==> src/fault_status_pkg.sv <==
// Field layout, reset value and parity helper for the fault summary word
package fault_status_pkg;
  localparam int WORD_W = 16;
  localparam int ACQ_W = 10;
  // Field positions within the summary word
  localparam int POS_ANY_FAULT = 15;
  localparam int POS_POR = 14;
  localparam int POS_XFER_ERR = 13;
  localparam int POS_NVM = 12;
  localparam int POS_OVERCURRENT = 11;
  localparam int POS_KEY_LEVEL = 10;
  localparam int POS_OVERHEAT = 9;
  localparam int POS_HEAT_ALERT = 8;
  localparam int POS_UNUSED = 7;
  localparam int POS_WATCHDOG = 6;
  localparam int POS_ENABLE_TO = 5;
  localparam int POS_SUPPLY_LOW = 4;
  localparam int POS_LOGIC_LOW = 3;
  localparam int POS_BOOT_LOW = 2;
  localparam int POS_VDS = 1;
  localparam int POS_PARITY = 0;
  // Upper bits echoed in every serial answer
  localparam int ECHO_HI = 15;
  localparam int ECHO_LO = 11;
  // Fault flag and power-on flag set, parity makes the ones count odd
  localparam logic [15:0] STATUS_RESET = 16'hC001;
  // Bits that the summary fault flag ignores: the flag itself, key level, unused, parity
  localparam logic [15:0] FAULT_IGNORE = 16'h8481;

  // Bit 0 value that makes the whole word hold an odd number of ones
  function automatic logic odd_fill(input logic [15:0] word);
    odd_fill = ~^word[15:1];
  endfunction : odd_fill

  // OR of every fault bit below the summary flag
  function automatic logic any_fault(input logic [15:0] word);
    any_fault = |(word & ~FAULT_IGNORE);
  endfunction : any_fault
endpackage : fault_status_pkg

==> src/status_frame_if.sv <==
// Carrier between the status word logic and the serial answer framer
`timescale 1ns/10ps
interface status_frame_if;
  logic [15:0] status;
  logic [9:0] acq;
  logic rd_req;
  logic rd_status;
  logic wr_req;
  logic [15:0] tx_word;
  logic tx_valid;
  modport source (output status, acq, rd_req, rd_status, wr_req, input tx_word, tx_valid);
  modport framer (input status, acq, rd_req, rd_status, wr_req, output tx_word, tx_valid);
endinterface : status_frame_if

==> src/fault_status_summary_register.sv <==
// Fault summary word: gathers flags and answers serial reads
// Summary of operation
// - Top bit set when any other fault
// - Key switch level never touches fault flag
// - Bit zero makes word ones count odd
// - Drain-source flag ORs six switch faults
// - Supply, logic and boot flags are ORs
// - Direct flags follow own condition, bit 7 zero
// - Reset reads fault, power-on and parity set only
// - Every read echoes top five status bits
`timescale 1ns/10ps
module fault_status_summary_register
  import fault_status_pkg::*;
(
  input wire logic mclk,
  input wire logic reset,
  input wire logic key_switch_pin,
  input wire logic xfer_error_flag,
  input wire logic nvm_fault_flag,
  input wire logic overcurrent_flag,
  input wire logic overheat_flag,
  input wire logic heat_alert_flag,
  input wire logic mcu_watchdog_flag,
  input wire logic enable_timeout_flag,
  input wire logic main_supply_low,
  input wire logic gate_reg_low,
  input wire logic logic_reg_low,
  input wire logic io_rail_low,
  input wire logic phase_a_boot_low,
  input wire logic phase_b_boot_low,
  input wire logic phase_c_boot_low,
  input wire logic phase_a_high_vds_fault,
  input wire logic phase_a_low_vds_fault,
  input wire logic phase_b_high_vds_fault,
  input wire logic phase_b_low_vds_fault,
  input wire logic phase_c_high_vds_fault,
  input wire logic phase_c_low_vds_fault,
  input wire logic rd_req,
  input wire logic rd_status,
  input wire logic [9:0] acq_data,
  input wire logic wr_req,
  input wire logic [15:0] wr_data,
  output logic [15:0] fault_summary_word,
  output logic [15:0] tx_word,
  output logic tx_valid
);
  status_frame_if fr ();
  logic key_s1;
  logic key_s2;
  logic key_s3;
  logic key_switch_level;
  logic por_flag;
  logic [15:0] next_status;
  logic [5:0] vds_faults;

  assign vds_faults = {phase_a_high_vds_fault, phase_a_low_vds_fault, phase_b_high_vds_fault,
                       phase_b_low_vds_fault, phase_c_high_vds_fault, phase_c_low_vds_fault};

  // Key switch is a pin: three stages, level taken once stages two and three agree
  always_ff @(posedge mclk or posedge reset)
  begin
    if (reset)
    begin
      key_s1 <= 1'b0;
      key_s2 <= 1'b0;
      key_s3 <= 1'b0;
    end
    else
    begin
      key_s1 <= key_switch_pin;
      key_s2 <= key_s1;
      key_s3 <= key_s2;
    end
  end

  // Filtered key level, one-cycle glitches between stages are held off
  always_ff @(posedge mclk or posedge reset)
  begin
    if (reset)
      key_switch_level <= 1'b0;
    else if (key_s2 == key_s3)
      key_switch_level <= key_s2;
  end

  // Power-on flag stays until the host has read the status word once
  always_ff @(posedge mclk or posedge reset)
  begin
    if (reset)
      por_flag <= 1'b1;
    else if (rd_req && rd_status)
      por_flag <= 1'b0;
  end

  // Assemble the word from live conditions; wr_data has no path here
  // no write path
  always_comb
  begin
    next_status = '0;
    next_status[POS_POR] = por_flag;
    next_status[POS_XFER_ERR] = xfer_error_flag;
    next_status[POS_NVM] = nvm_fault_flag;
    next_status[POS_OVERCURRENT] = overcurrent_flag;
    next_status[POS_OVERHEAT] = overheat_flag;
    next_status[POS_HEAT_ALERT] = heat_alert_flag;
    next_status[POS_WATCHDOG] = mcu_watchdog_flag;
    next_status[POS_ENABLE_TO] = enable_timeout_flag;
    next_status[POS_KEY_LEVEL] = key_switch_level;
    next_status[POS_SUPPLY_LOW] = main_supply_low | gate_reg_low;
    next_status[POS_LOGIC_LOW] = logic_reg_low | io_rail_low;
    next_status[POS_BOOT_LOW] = phase_a_boot_low | phase_b_boot_low | phase_c_boot_low;
    next_status[POS_VDS] = |vds_faults;
    next_status[POS_ANY_FAULT] = any_fault(next_status);
    next_status[POS_PARITY] = odd_fill(next_status);
  end

  always_ff @(posedge mclk or posedge reset)
  begin
    if (reset)
      fault_summary_word <= STATUS_RESET;
    else
      fault_summary_word <= next_status;
  end

  // Hand the registered word and read request to the framer
  assign fr.status = fault_summary_word;
  assign fr.acq = acq_data;
  assign fr.rd_req = rd_req;
  assign fr.rd_status = rd_status;
  assign fr.wr_req = wr_req;
  assign tx_word = fr.tx_word;
  assign tx_valid = fr.tx_valid;

  status_framer status_framer_i (
    .mclk(mclk),
    .reset(reset),
    .fr(fr)
  );

  // Summary flag covers power-on too, only key level, unused bit and parity left out
  a_fault_summary: assert property (@(posedge mclk) disable iff (reset)
    fault_summary_word[15] == |(fault_summary_word[14:1] & ~FAULT_IGNORE[14:1]))
    else $error("fault flag disagrees with other flags");

  // Key level moving alone must leave the summary flag still
  a_key_fault_free: assert property (@(posedge mclk) disable iff (reset)
    $changed(fault_summary_word[10]) && $stable(fault_summary_word[14:11])
    && $stable(fault_summary_word[9:1]) |-> $stable(fault_summary_word[15]))
    else $error("key level moved the fault flag");

  // Key level only moves once stages two and three agree
  a_key_filter: assert property (@(posedge mclk) disable iff (reset)
    !$past(reset) && $changed(key_switch_level) |-> $past(key_s2) == $past(key_s3)
    && key_switch_level == $past(key_s2))
    else $error("key level moved without agreeing stages");

  // Filtered key level reaches the word one cycle later
  a_key_to_word: assert property (@(posedge mclk) disable iff (reset)
    !$past(reset) |-> fault_summary_word[10] == $past(key_switch_level))
    else $error("key level bit does not follow the filter");

  // Stored word always holds odd parity
  a_status_parity: assert property (@(posedge mclk) disable iff (reset)
    ^fault_summary_word) else $error("status parity not odd");

  // Switch faults, one cycle behind the inputs
  a_vds_summary: assert property (@(posedge mclk) disable iff (reset)
    !$past(reset) |-> fault_summary_word[1] == $past(|vds_faults))
    else $error("drain-source flag not the OR of switch faults");

  // Supply and logic rail groups
  a_supply_groups: assert property (@(posedge mclk) disable iff (reset)
    !$past(reset) |-> fault_summary_word[4] == $past(main_supply_low | gate_reg_low)
    && fault_summary_word[3] == $past(logic_reg_low | io_rail_low))
    else $error("supply group flag wrong");

  // Bootstrap group, any phase sets it
  a_boot_group: assert property (@(posedge mclk) disable iff (reset)
    !$past(reset) |-> fault_summary_word[2]
    == $past(phase_a_boot_low | phase_b_boot_low | phase_c_boot_low))
    else $error("bootstrap group flag wrong");

  // Direct flags and the unused bit
  a_direct_flags: assert property (@(posedge mclk) disable iff (reset)
    !$past(reset) |-> fault_summary_word[11] == $past(overcurrent_flag)
    && fault_summary_word[5] == $past(enable_timeout_flag) && !fault_summary_word[7])
    else $error("direct flag does not follow its condition");

  // Remaining direct flags
  a_direct_rest: assert property (@(posedge mclk) disable iff (reset)
    !$past(reset) |-> fault_summary_word[13] == $past(xfer_error_flag)
    && fault_summary_word[12] == $past(nvm_fault_flag)
    && fault_summary_word[9] == $past(overheat_flag)
    && fault_summary_word[8] == $past(heat_alert_flag)
    && fault_summary_word[6] == $past(mcu_watchdog_flag))
    else $error("direct flag lost its condition");

  // Live flags may load at the first edge, so check the held value instead
  a_reset_word: assert property (@(posedge mclk) disable iff (reset)
    $past(reset) |-> $past(fault_summary_word) == STATUS_RESET && fault_summary_word[14])
    else $error("status not at reset value after reset");

  // Power-on flag only falls on a status read
  a_por_hold: assert property (@(posedge mclk) disable iff (reset)
    !$past(reset) && !$past(rd_req && rd_status) |-> por_flag == $past(por_flag))
    else $error("power-on flag changed without a status read");

  // Status read clears the power-on bit one edge on; checked two edges on
  a_por_clear: assert property (@(posedge mclk) disable iff (reset)
    rd_req && rd_status |-> ##2 !fault_summary_word[14])
    else $error("power-on flag survived a status read");

  // Writes leave the power-on flag alone
  a_write_keeps_por: assert property (@(posedge mclk) disable iff (reset)
    wr_req && !rd_req |=> por_flag == $past(por_flag))
    else $error("host write altered the power-on flag");
endmodule : fault_status_summary_register

==> src/status_framer.sv <==
// Builds each serial answer word with echoed status bits and odd parity
`timescale 1ns/10ps
module status_framer
  import fault_status_pkg::*;
(
  input wire logic mclk,
  input wire logic reset,
  status_frame_if.framer fr
);
  logic [15:0] next_word;

  // Low field is status or acquisition data, top five bits always status
  always_comb
  begin
    next_word = '0;
    next_word[ECHO_HI:ECHO_LO] = fr.status[ECHO_HI:ECHO_LO];
    next_word[ECHO_LO-1:1] = fr.rd_status ? fr.status[ECHO_LO-1:1] : fr.acq;
    next_word[POS_PARITY] = odd_fill(next_word);
  end

  // Answer register, only a read loads it
  always_ff @(posedge mclk or posedge reset)
  begin
    if (reset)
    begin
      fr.tx_word <= STATUS_RESET;
      fr.tx_valid <= 1'b0;
    end
    else
    begin
      fr.tx_valid <= fr.rd_req;
      if (fr.rd_req)
        fr.tx_word <= next_word;
    end
  end

  a_frame_parity: assert property (@(posedge mclk) disable iff (reset)
    fr.tx_valid |-> ^fr.tx_word) else $error("answer word parity not odd");
  a_frame_top_bits: assert property (@(posedge mclk) disable iff (reset)
    fr.rd_req |=> fr.tx_valid && fr.tx_word[15:11] == $past(fr.status[15:11]))
    else $error("answer top bits differ from status");
  a_write_no_answer: assert property (@(posedge mclk) disable iff (reset)
    fr.wr_req && !fr.rd_req |=> !fr.tx_valid && $stable(fr.tx_word))
    else $error("write produced an answer");
endmodule : status_framer
==> config.mk <==
export PLATFORM = sky130hd
export DESIGN_NAME = fault_status_summary_register
export DESIGN_NICKNAME = d
export VERILOG_FILES = /design/src/fault_status_pkg.sv /design/src/status_frame_if.sv /design/src/fault_status_summary_register.sv /design/src/status_framer.sv
export SDC_FILE = /design/constraint.sdc
export NUM_CORES = 1
export LEC_CHECK = 0
export BUFFER_PORTS_ARGS = -buffer_cell sky130_fd_sc_hd__buf_4
export CAP_MARGIN = 20
export CORE_ASPECT_RATIO = 2
export CORE_MARGIN = 4
export CORE_UTILIZATION = 45
export CTS_BUF_LIST = sky130_fd_sc_hd__clkbuf_16
export DETAILED_ROUTE_END_ITERATION = 10
export PLACE_DENSITY = 0.85
export SETUP_SLACK_MARGIN = 0.15
export SYNTH_ARGS = -nofsm -noshare
export SYNTH_HDL_FRONTEND = slang
export SYNTH_SLANG_ARGS = --single-unit
export TNS_END_PERCENT = 5
==> constraint.sdc <==
create_clock -name mclk -period 2 [get_ports mclk]
set_input_delay 0.1 -clock mclk [delete_from_list [all_inputs] [get_ports mclk]]
set_output_delay 0.1 -clock mclk [all_outputs]
set_load 0.01 [all_outputs]
==> results of run 1 <==
path summary, 6_finish.rpt:
kind | to | slack, ps
min in group asynchronous | fault_summary_word[13] | 490
worst max register to register | status_framer_i.fr.tx_word[0] | 170
max in group asynchronous | status_framer_i.fr.tx_word[0] | 1160
worst min-delay path | fault_summary_word[4] | 90
worst max-delay path | status_framer_i.fr.tx_word[0] | 170
worst min register to register | key_s2 | 350
metal layers:
metal | track usage, % | vias up
met4 | 6.07 | 0
li1 | - | 582
met3 | 3.50 | 5
met2 | 32.2 | 46
met1 | 17.1 | 575
met5 | 0 | -
critical path, stage by stage, from the launching register on:
cell and delay [ps]:
dfstp_2 560, xnor2_2 110, xnor3_1 420, xnor3_1 280, xnor3_1 270, a21oi_2 130
repair_timing:
item	in CTS	in global routing
setup buffers	0	3
pin swaps	2	3
endpoints found under the hold margin	38	0
hold buffers	9	0
endpoints found under the setup margin	1	1
resized for setup	0	3
cell families (layout without fill, tap and decap cells):
kind of cell | after synthesis | after routing | share of synthesized area, %
multiplexers | 15 | 15 | 9.44
XOR/XNOR | 26 | 26 | 16.2
other | 1 | 1 | 0.226
adder cells (fa/ha/maj) | 1 | 1 | 0.604
flip-flops | 37 | 37 | 56.4
AND/OR/NAND/NOR | 25 | 25 | 7.86
buffers and inverters | 13 | 90 | 4.76
AO/OA/AOI/OAI | 14 | 14 | 4.46
metrics by stage:
| stage | std cells | setup WS (ps) | utilization, % |
|---|---|---|---|
| after global routing | 258 | 118 | 67.8 |
| after global placement | 238 | 163 | 60.4 |
| after CTS | 255 | 154 | 66.8 |
| final | 258 | 170 | 67.8 |
| after detailed placement | 238 | 91.2 | 60.4 |
| after floorplan | 132 | 255 | - |
Yosys cell counts (2+ instances only):
| master | instances | area, µm² |
|---|---|---|
| a21oi_1 | 10 | 50.1 |
| buf_4 | 6 | 45.0 |
| clkbuf_1 | 4 | 15.0 |
| dfrtp_1 | 30 | 751 |
| dfstp_2 | 7 | 184 |
| inv_1 | 2 | 7.51 |
| mux2_2 | 5 | 56.3 |
| mux2i_1 | 10 | 100 |
| nand2_1 | 2 | 7.51 |
| nor2_1 | 12 | 45.0 |
| o21ai_0 | 2 | 10.0 |
| or2_1 | 2 | 12.5 |
| or3_1 | 2 | 12.5 |
| or4_1 | 2 | 15.0 |
| xnor2_1 | 18 | 158 |
| xnor3_1 | 3 | 67.6 |
| xor2_1 | 5 | 43.8 |
layout make-up:
type | instances | area (µm²)
Clock buffer | 5 | 125
Clock inverter | 3 | 11.3
Fill cell | 297 | 1150
Inverter | 2 | 7.51
Multi-Input combinational cell | 82 | 658
Sequential cell | 37 | 935
Tap cell | 49 | 61.3
Timing Repair Buffer | 80 | 623
sequential cells by signal, indices dropped and copies added, names as in the netlist:
signal and cells:
status_framer_i.fr.tx_valid 1, key_switch_level 1, key_s2 1, fault_summary_word 15, por_flag 1, key_s1 1, key_s3 1, status_framer_i.fr.tx_word 16
power by group:
part / switching (mW) / internal (mW)
sequential: 0.0407 / 0.830
combinational: 0.188 / 0.248
clock: 0.265 / 0.447
total: 0.494 / 1.53
==> flow_summary.json, run 1 <==
{
  "synth_ff_type": "dfrtp_1",
  "die_area_um2": 4770,
  "htreeDepth": 2,
  "fin_setup_tns_ps": 0,
  "fin_skew_ps": 2.84,
  "syn_area_per_cell_um2": 12.5,
  "wl_met2_um": 2230,
  "synthCells": 132,
  "final_area_um2": 2420,
  "io_buffer_count": 66,
  "max_freq_mhz": 546,
  "track_usage_pct": 16.9,
  "gp_congestion": 0.703,
  "layout.nets": 260,
  "clockBufferDepth": 2,
  "cts_tree": "yes",
  "layout-drive-gt1-share_pct": 44.5,
  "met3_length_um": 187,
  "cellPowerDensity_nw_per_um2": 834,
  "detail-route-antenna-nets": 0,
  "clkLatencyLatePin_ps": 270,
  "avgRoutedWirePerCell_um": 14.3,
  "grt_max_degree": 38,
  "mostFrequentLayoutCell": "buf_4",
  "placed_area_um2": 2160,
  "cts_root_buf": "clkbuf_16",
  "first_pass_iters": 4,
  "num_rows": 31,
  "synth_edf_count": 0,
  "ys_async_sr_fraction_pct": 100,
  "area_growth_pct": 46.1,
  "startpoint_type": "register",
  "finalPower_mw": 2.02,
  "endpoint_kind": "register",
  "layout_common_cells": "buf_4 (71), dfrtp_1 (30), xnor2_1 (17)",
  "max_cap_viol_count": 0,
  "fp.dieH_um": 93.8,
  "worst_hold_slack_ps": 92.5,
  "setup.worst_path.start": "fault_summary_word[15]",
  "cp_max_fo": 2,
  "dp_hpwl_um": 2690,
  "met1Wirelength_um": 1220,
  "num_vias": 1208,
  "via_per_inst": 4.68,
  "ios": 85,
  "antenna_cells": 0,
  "p_leak_nw": 1.13,
  "hold_start": "main_supply_low",
  "rsz0062_at_grt": "yes",
  "cp_data_arrival_time_ps": 2040,
  "setup_violations": 0,
  "vdd_drop_max_mv": 0.737,
  "core-area_um2": 3570,
  "seq_area_frac_synth_pct": 56.4,
  "clk_pin_slew_ps": 50,
  "ys_ff_latch": 37,
  "finalHoldViolations": 0,
  "drc": 0,
  "antenna_found_initial": 0,
  "critPathRequiredTime_ps": 2210,
  "die_w_um": 50.9,
  "grt_overflow_total": 0,
  "hold_path_class": "in -> reg",
  "grt_pass1_wl_um": 5910,
  "rr_startpoint": "fault_summary_word[15]",
  "yosysWarnings": 0,
  "finalMaxSlewViolations": 0,
  "cts.sinks": 37,
  "status": "finished clean",
  "drtIter0Drc": 14,
  "yosysUniqueCellTypes": 27,
  "numCtsBuffers": 5,
  "path_class": "reg -> reg",
  "start_util_pct": 46.4,
  "hold_depth": 2,
  "finalCritPeriodShare_pct": 91.5,
  "top_layer": "met4",
  "netlist_area_um2": 1660,
  "reg2regPathDepth": 5,
  "period_minus_slack_ps": 1830,
  "grt_pass1_vias": 1249,
  "wl_um": 3700,
  "synth_fp_nets": 184
}
No activity file was read; power rests on OpenSTA's default activity.
==> inputs of run 2 (changes only) <==
--- a/config.mk
+++ b/config.mk
@@ -7,7 +7,7 @@
 export LEC_CHECK = 0
 export BUFFER_PORTS_ARGS = -buffer_cell sky130_fd_sc_hd__buf_4
 export CAP_MARGIN = 20
-export CORE_ASPECT_RATIO = 2
+export CORE_ASPECT_RATIO = 1.4
 export CORE_MARGIN = 4
 export CORE_UTILIZATION = 45
 export CTS_BUF_LIST = sky130_fd_sc_hd__clkbuf_16
==> run 2 against run 1 <==
- sequential power barely moved
- first-iteration DRC count rose to 3.4 times the previous value
- power grew 1.1%
- critical endpoint is now fault_summary_word[0]
==> flow_summary.json, run 2 (synthesis results as in run 1) <==
{
  "crit_chain": "dlygate4sd3_1 > buf_4 > or4_1 > or4_4 > nand2_2 > xnor2_1",
  "grt_overflow_total": 0,
  "cellPowerDensity_nw_per_um2": 850,
  "antenna_found_initial": 0,
  "grt_pass1_wl_um": 6070,
  "drc": 0,
  "seq_area_um2": 935,
  "timing.final.ws_setup_ps": 257,
  "cp_data_arrival_time_ps": 1940,
  "cp_num_buf_inv": 2,
  "cp_top_family": "simple AND/OR/NAND/NOR gates",
  "dp_hpwl_um": 2940,
  "reg_top3": "status_framer_i.fr.tx_word (16), fault_summary_word (15)",
  "start_util_pct": 47.7,
  "finalHoldViolations": 0,
  "fp.dieH_um": 79.8,
  "mostFrequentLayoutCell": "buf_4",
  "vdd_drop_max_mv": 0.712,
  "period_minus_slack_ps": 1740,
  "drtIter0Drc": 47,
  "clockBufferDepth": 2,
  "first_pass_iters": 4,
  "critPathSlowestCell": "dlygate4sd3_1",
  "gp_congestion": 0.847,
  "grt_pass1_vias": 1272,
  "numCtsBuffers": 5,
  "path_class": "in -> reg",
  "clkLatencyLatePin_ps": 280,
  "critPathRequiredTime_ps": 2200,
  "endpoint_kind": "register",
  "die_w_um": 59.3,
  "layout-drive-gt1-share_pct": 44.7,
  "largest_register": "status_framer_i.fr.tx_word",
  "hold_path_class": "in -> reg",
  "via_per_inst": 4.95,
  "clk_pin_slew_ps": 50,
  "largest_register_ffs": 16,
  "layout_common_cells": "buf_4 (70), dfrtp_1 (30), xnor2_1 (18)",
  "rsz0062_at_grt": "no",
  "place_ws_ps": 121,
  "cts_tree": "yes",
  "gr-usage-met3_pct": 5.18,
  "antenna_cells": 0,
  "layout.nets": 259,
  "grt_most_used_layer": "met2",
  "cpPeakStageDelay_ps": 540,
  "cts.sinks": 37,
  "startpoint_type": "primary input",
  "status": "finished clean",
  "multi_input_area_um2": 651,
  "track_usage_pct": 17.6,
  "cp_max_fo": 3,
  "wl_um": 3910,
  "finalPower_mw": 2.04,
  "area_growth_pct": 44.9,
  "fin_setup_tns_ps": 0,
  "core-area_um2": 3470,
  "setup_violations": 0,
  "placed_area_um2": 2150,
  "ios": 85,
  "fin_skew_ps": 6.26,
  "grtUsageMet2_pct": 32.8,
  "num_vias": 1228,
  "fill_cells": 259,
  "max_cap_viol_count": 0,
  "finalMaxSlewViolations": 0,
  "io_buffer_count": 66,
  "cts_root_buf": "clkbuf_16",
  "max_freq_mhz": 574,
  "p_leak_nw": 1.11,
  "avgRoutedWirePerCell_um": 15.8,
  "finalCritPeriodShare_pct": 87.1,
  "grt.met1_usage_pct": 17.4,
  "die_area_um2": 4730,
  "grt_max_degree": 38,
  "num_rows": 25,
  "htreeDepth": 2,
  "detail-route-antenna-nets": 0,
  "final_area_um2": 2400
}
## run 2: path summary, 6_finish.rpt
| path | depth (start not counted) | slack, ps | from | to |
|---|---|---|---|---|
| min in group asynchronous | 4 | 500 | reset | status_framer_i.fr.tx_valid |
| worst min-delay path | 3 | 80 | acq_data[6] | status_framer_i.fr.tx_word[7] |
| max in group asynchronous | 4 | 1140 | reset | fault_summary_word[14] |
| worst min register to register | 0 | 380 | key_s1 | key_s2 |
| worst max register to register | 5 | 260 | fault_summary_word[15] | status_framer_i.fr.tx_word[0] |
| worst max-delay path | 6 | 260 | nvm_fault_flag | fault_summary_word[0] |
## run 2: per-layer routing
layer | up-vias | wire (µm)
li1 | 580 | -
met1 | 599 | 1280
met2 | 40 | 2340
met3 | 9 | 221
met4 | 0 | 76
met5 | - | 0
## run 2: power breakdown
| part | internal, mW | switching [mW] |
|---|---|---|
| Sequential | 0.829 | 0.0387 |
| Clock | 0.456 | 0.286 |
| Combinational | 0.247 | 0.184 |
| Total | 1.53 | 0.509 |
## run 2: through the flow
| step | utilization [%] | hold WS (ps) | std cells |
|---|---|---|---|
| after floorplan | - | 131 | 132 |
| after global placement | 61.8 | 211 | 229 |
| after detailed placement | 61.8 | 211 | 229 |
| after CTS | 68.6 | 80.4 | 246 |
| after global routing | 69.2 | 103 | 248 |
| final | 69.2 | 81.9 | 248 |
## run 2: repair_timing
action                                 in CTS  in global routing
hold buffers                                9                  0
buffers inserted                            0                  2
endpoints found under the hold margin      38                  0
pin swaps                                   1                  3
setup endpoints to repair                   1                  1
resized for setup                           1                  1
## run 2: cell type report
cell class                      instances  share of cell area, %
Timing Repair Buffer                   79                   25.6
Tap cell                               40                   2.08
Inverter                                2                  0.313
Clock buffer                            5                   5.21
Clock inverter                          3                  0.730
Sequential cell                        37                   38.9
Multi-Input combinational cell         82                   27.1
## run 2: worst min-delay path, cell delays in order
cell and delay, ps:
buf_4 90, nand3b_1 60, o21ai_0 70
==> inputs of run 3 (changes only) <==
--- a/config.mk
+++ b/config.mk
@@ -13,6 +13,7 @@
 export CTS_BUF_LIST = sky130_fd_sc_hd__clkbuf_16
 export DETAILED_ROUTE_END_ITERATION = 10
 export PLACE_DENSITY = 0.85
+export REMOVE_ABC_BUFFERS = 1
 export SETUP_SLACK_MARGIN = 0.15
 export SYNTH_ARGS = -nofsm -noshare
 export SYNTH_HDL_FRONTEND = slang
==> run 3 against run 2 <==
- via count increased by 1.1%
- cell count decreased by 0.81%
- critical endpoint unchanged
- sequential cell count unchanged
- largest power group is now the clock network
- highest routed layer unchanged
- non-clock buffer count decreased by 2
==> flow_summary.json, run 3 (synthesis results as in run 1) <==
{
  "fp.dieH_um": 79.8,
  "worst_hold_slack_ps": 41.6,
  "mostFrequentLayoutCell": "buf_4",
  "antenna_cells": 0,
  "fin_setup_tns_ps": 0,
  "vdd_drop_max_mv": 0.747,
  "grt_pass1_vias": 1410,
  "start_util_pct": 47.7,
  "p_clk_share_pct": 40.3,
  "place_ws_ps": 162,
  "p_int_mw": 1.66,
  "rr_startpoint": "fault_summary_word[14]",
  "track_usage_pct": 19.2,
  "gp_congestion": 0.791,
  "largest_register": "status_framer_i.fr.tx_word",
  "hold_start": "rd_status",
  "cts_tree": "yes",
  "layout-drive-gt1-share_pct": 43.7,
  "setup_violations": 0,
  "htreeDepth": 2,
  "status": "finished clean",
  "max_cap_viol_count": 0,
  "path_class": "in -> reg",
  "via_per_inst": 5.05,
  "cts_root_buf": "clkbuf_16",
  "sw_frac_of_total_pct": 23.8,
  "avgRoutedWirePerCell_um": 16.3,
  "cp_data_arrival_time_ps": 1950,
  "grt_pass1_wl_um": 6530,
  "startpoint_type": "primary input",
  "core-area_um2": 3470,
  "period_minus_slack_ps": 1750,
  "hold_end": "por_flag",
  "seqPwrFrac_pct": 40.0,
  "comb_power_share_pct": 19.7,
  "p_leak_nw": 1.12,
  "io_buffer_count": 66,
  "setup.worst_path.start": "nvm_fault_flag",
  "reg2regPathDepth": 5,
  "hold_depth": 2,
  "p_sw_mw": 0.516,
  "wl_um": 4020,
  "clkLatencyLatePin_ps": 280,
  "cts.sinks": 37,
  "antenna_found_initial": 0,
  "cp_max_fo": 3,
  "clk_pin_slew_ps": 50,
  "cellPowerDensity_nw_per_um2": 903,
  "grt_overflow_total": 0,
  "rsz0062_at_grt": "no",
  "largest_register_ffs": 16,
  "finalHoldViolations": 0,
  "r2r_setup_slack_ps": 270,
  "layout_common_cells": "buf_4 (68), dfrtp_1 (30), xnor2_1 (18)",
  "detail-route-antenna-nets": 0,
  "post_cts_buffers": 0,
  "fin_skew_ps": 4.69,
  "num_rows": 25,
  "timing.final.ws_setup_ps": 246,
  "first_pass_iters": 3,
  "r2r_end": "status_framer_i.fr.tx_word[0]",
  "drc": 0,
  "layout.nets": 257,
  "ios": 85,
  "num_vias": 1242,
  "finalCritPeriodShare_pct": 87.7,
  "hold_path_class": "in -> reg",
  "finalMaxSlewViolations": 0,
  "reg_top3": "status_framer_i.fr.tx_word (16), fault_summary_word (15)",
  "critPathRequiredTime_ps": 2190,
  "drtIter0Drc": 39,
  "die_area_um2": 4730,
  "die_w_um": 59.3,
  "area_growth_pct": 45.3,
  "fill_cells": 240,
  "grt_max_degree": 38,
  "clockBufferDepth": 2,
  "max_freq_mhz": 570,
  "numCtsBuffers": 5,
  "dp_hpwl_um": 2890,
  "endpoint_kind": "register"
}
==> run 3: cell count changes in the layout (fill, tap and decap cells not counted) <==
cell,previous run,this run
inv_1,2,3
buf_4,70,68
a21oi_2,1,0
clkinv_1,1,0
a21oi_1,9,10
clkinv_2,1,0
bufinv_16,0,1
==> run 3: power by group through the flow <==
stage / logic [mW] / registers, mW / clock network, mW
finish: 0.429 / 0.869 / 0.876
global route: 0.462 / 0.877 / 0.926
CTS: 0.429 / 0.869 / 0.886
detailed placement: 0.410 / 0.880 / 0
global placement: 0.396 / 0.878 / 0
floorplan: 0.178 / 0.905 / 0
==> run 3: worst max-delay path by stage <==
stage / to / slack, ps
2_1_floorplan: status_framer_i.fr.tx_word[0] / 220
3_3_place_gp: status_framer_i.fr.tx_word[0] / 170
3_5_place_dp: status_framer_i.fr.tx_word[0] / 160
4_1_cts: status_framer_i.fr.tx_word[0] / 170
5_1_grt: fault_summary_word[0] / 190
6_report: fault_summary_word[0] / 250
==> run 3: layout make-up <==
type	instances	area, µm²	share of cell area (%)
sequential	37	935	38.8
multi-input combinational	82	647	26.9
timing repair buffer	77	601	24.9
clock buffer	5	125	5.20
tap	40	50.0	2.08
clock inverter	3	42.5	1.77
inverter	2	7.51	0.312
==> run 3: timing repair <==
action                                 in CTS  in global routing
endpoints found under the hold margin      38                  0
setup endpoints to repair                   1                  1
gates resized for setup                     0                  1
hold buffers                                9                  0
pin swaps                                   1                  2
==> run 3: metal layers <==
| layer | share of wire (%) | routed length, µm | global-route usage (%) |
|---|---|---|---|
| met1 | 33 | 1320 | 18.3 |
| met2 | 56 | 2250 | 34.1 |
| met3 | 6.9 | 277 | 6.15 |
| met4 | 4.1 | 164 | 11.8 |
| met5 | 0 | 0 | 0 |
==> run 3: stage by stage <==
step,std cells,util (%),instance area (µm²),power [mW]
6_report,246,69.3,2410,2.17
3_3_place_gp,229,61.8,2150,1.27
5_1_grt,246,69.3,2410,2.26
3_5_place_dp,229,61.8,2150,1.29
4_1_cts,246,69.2,2400,2.18
2_1_floorplan,121,-,1590,1.08
==> run 3: worst max-delay path: stages <==
cell and delay [ps]:
dlygate4sd3_1 540, buf_4 150, or4_1 510, or4_4 440, nand2_2 80, xnor2_1 140
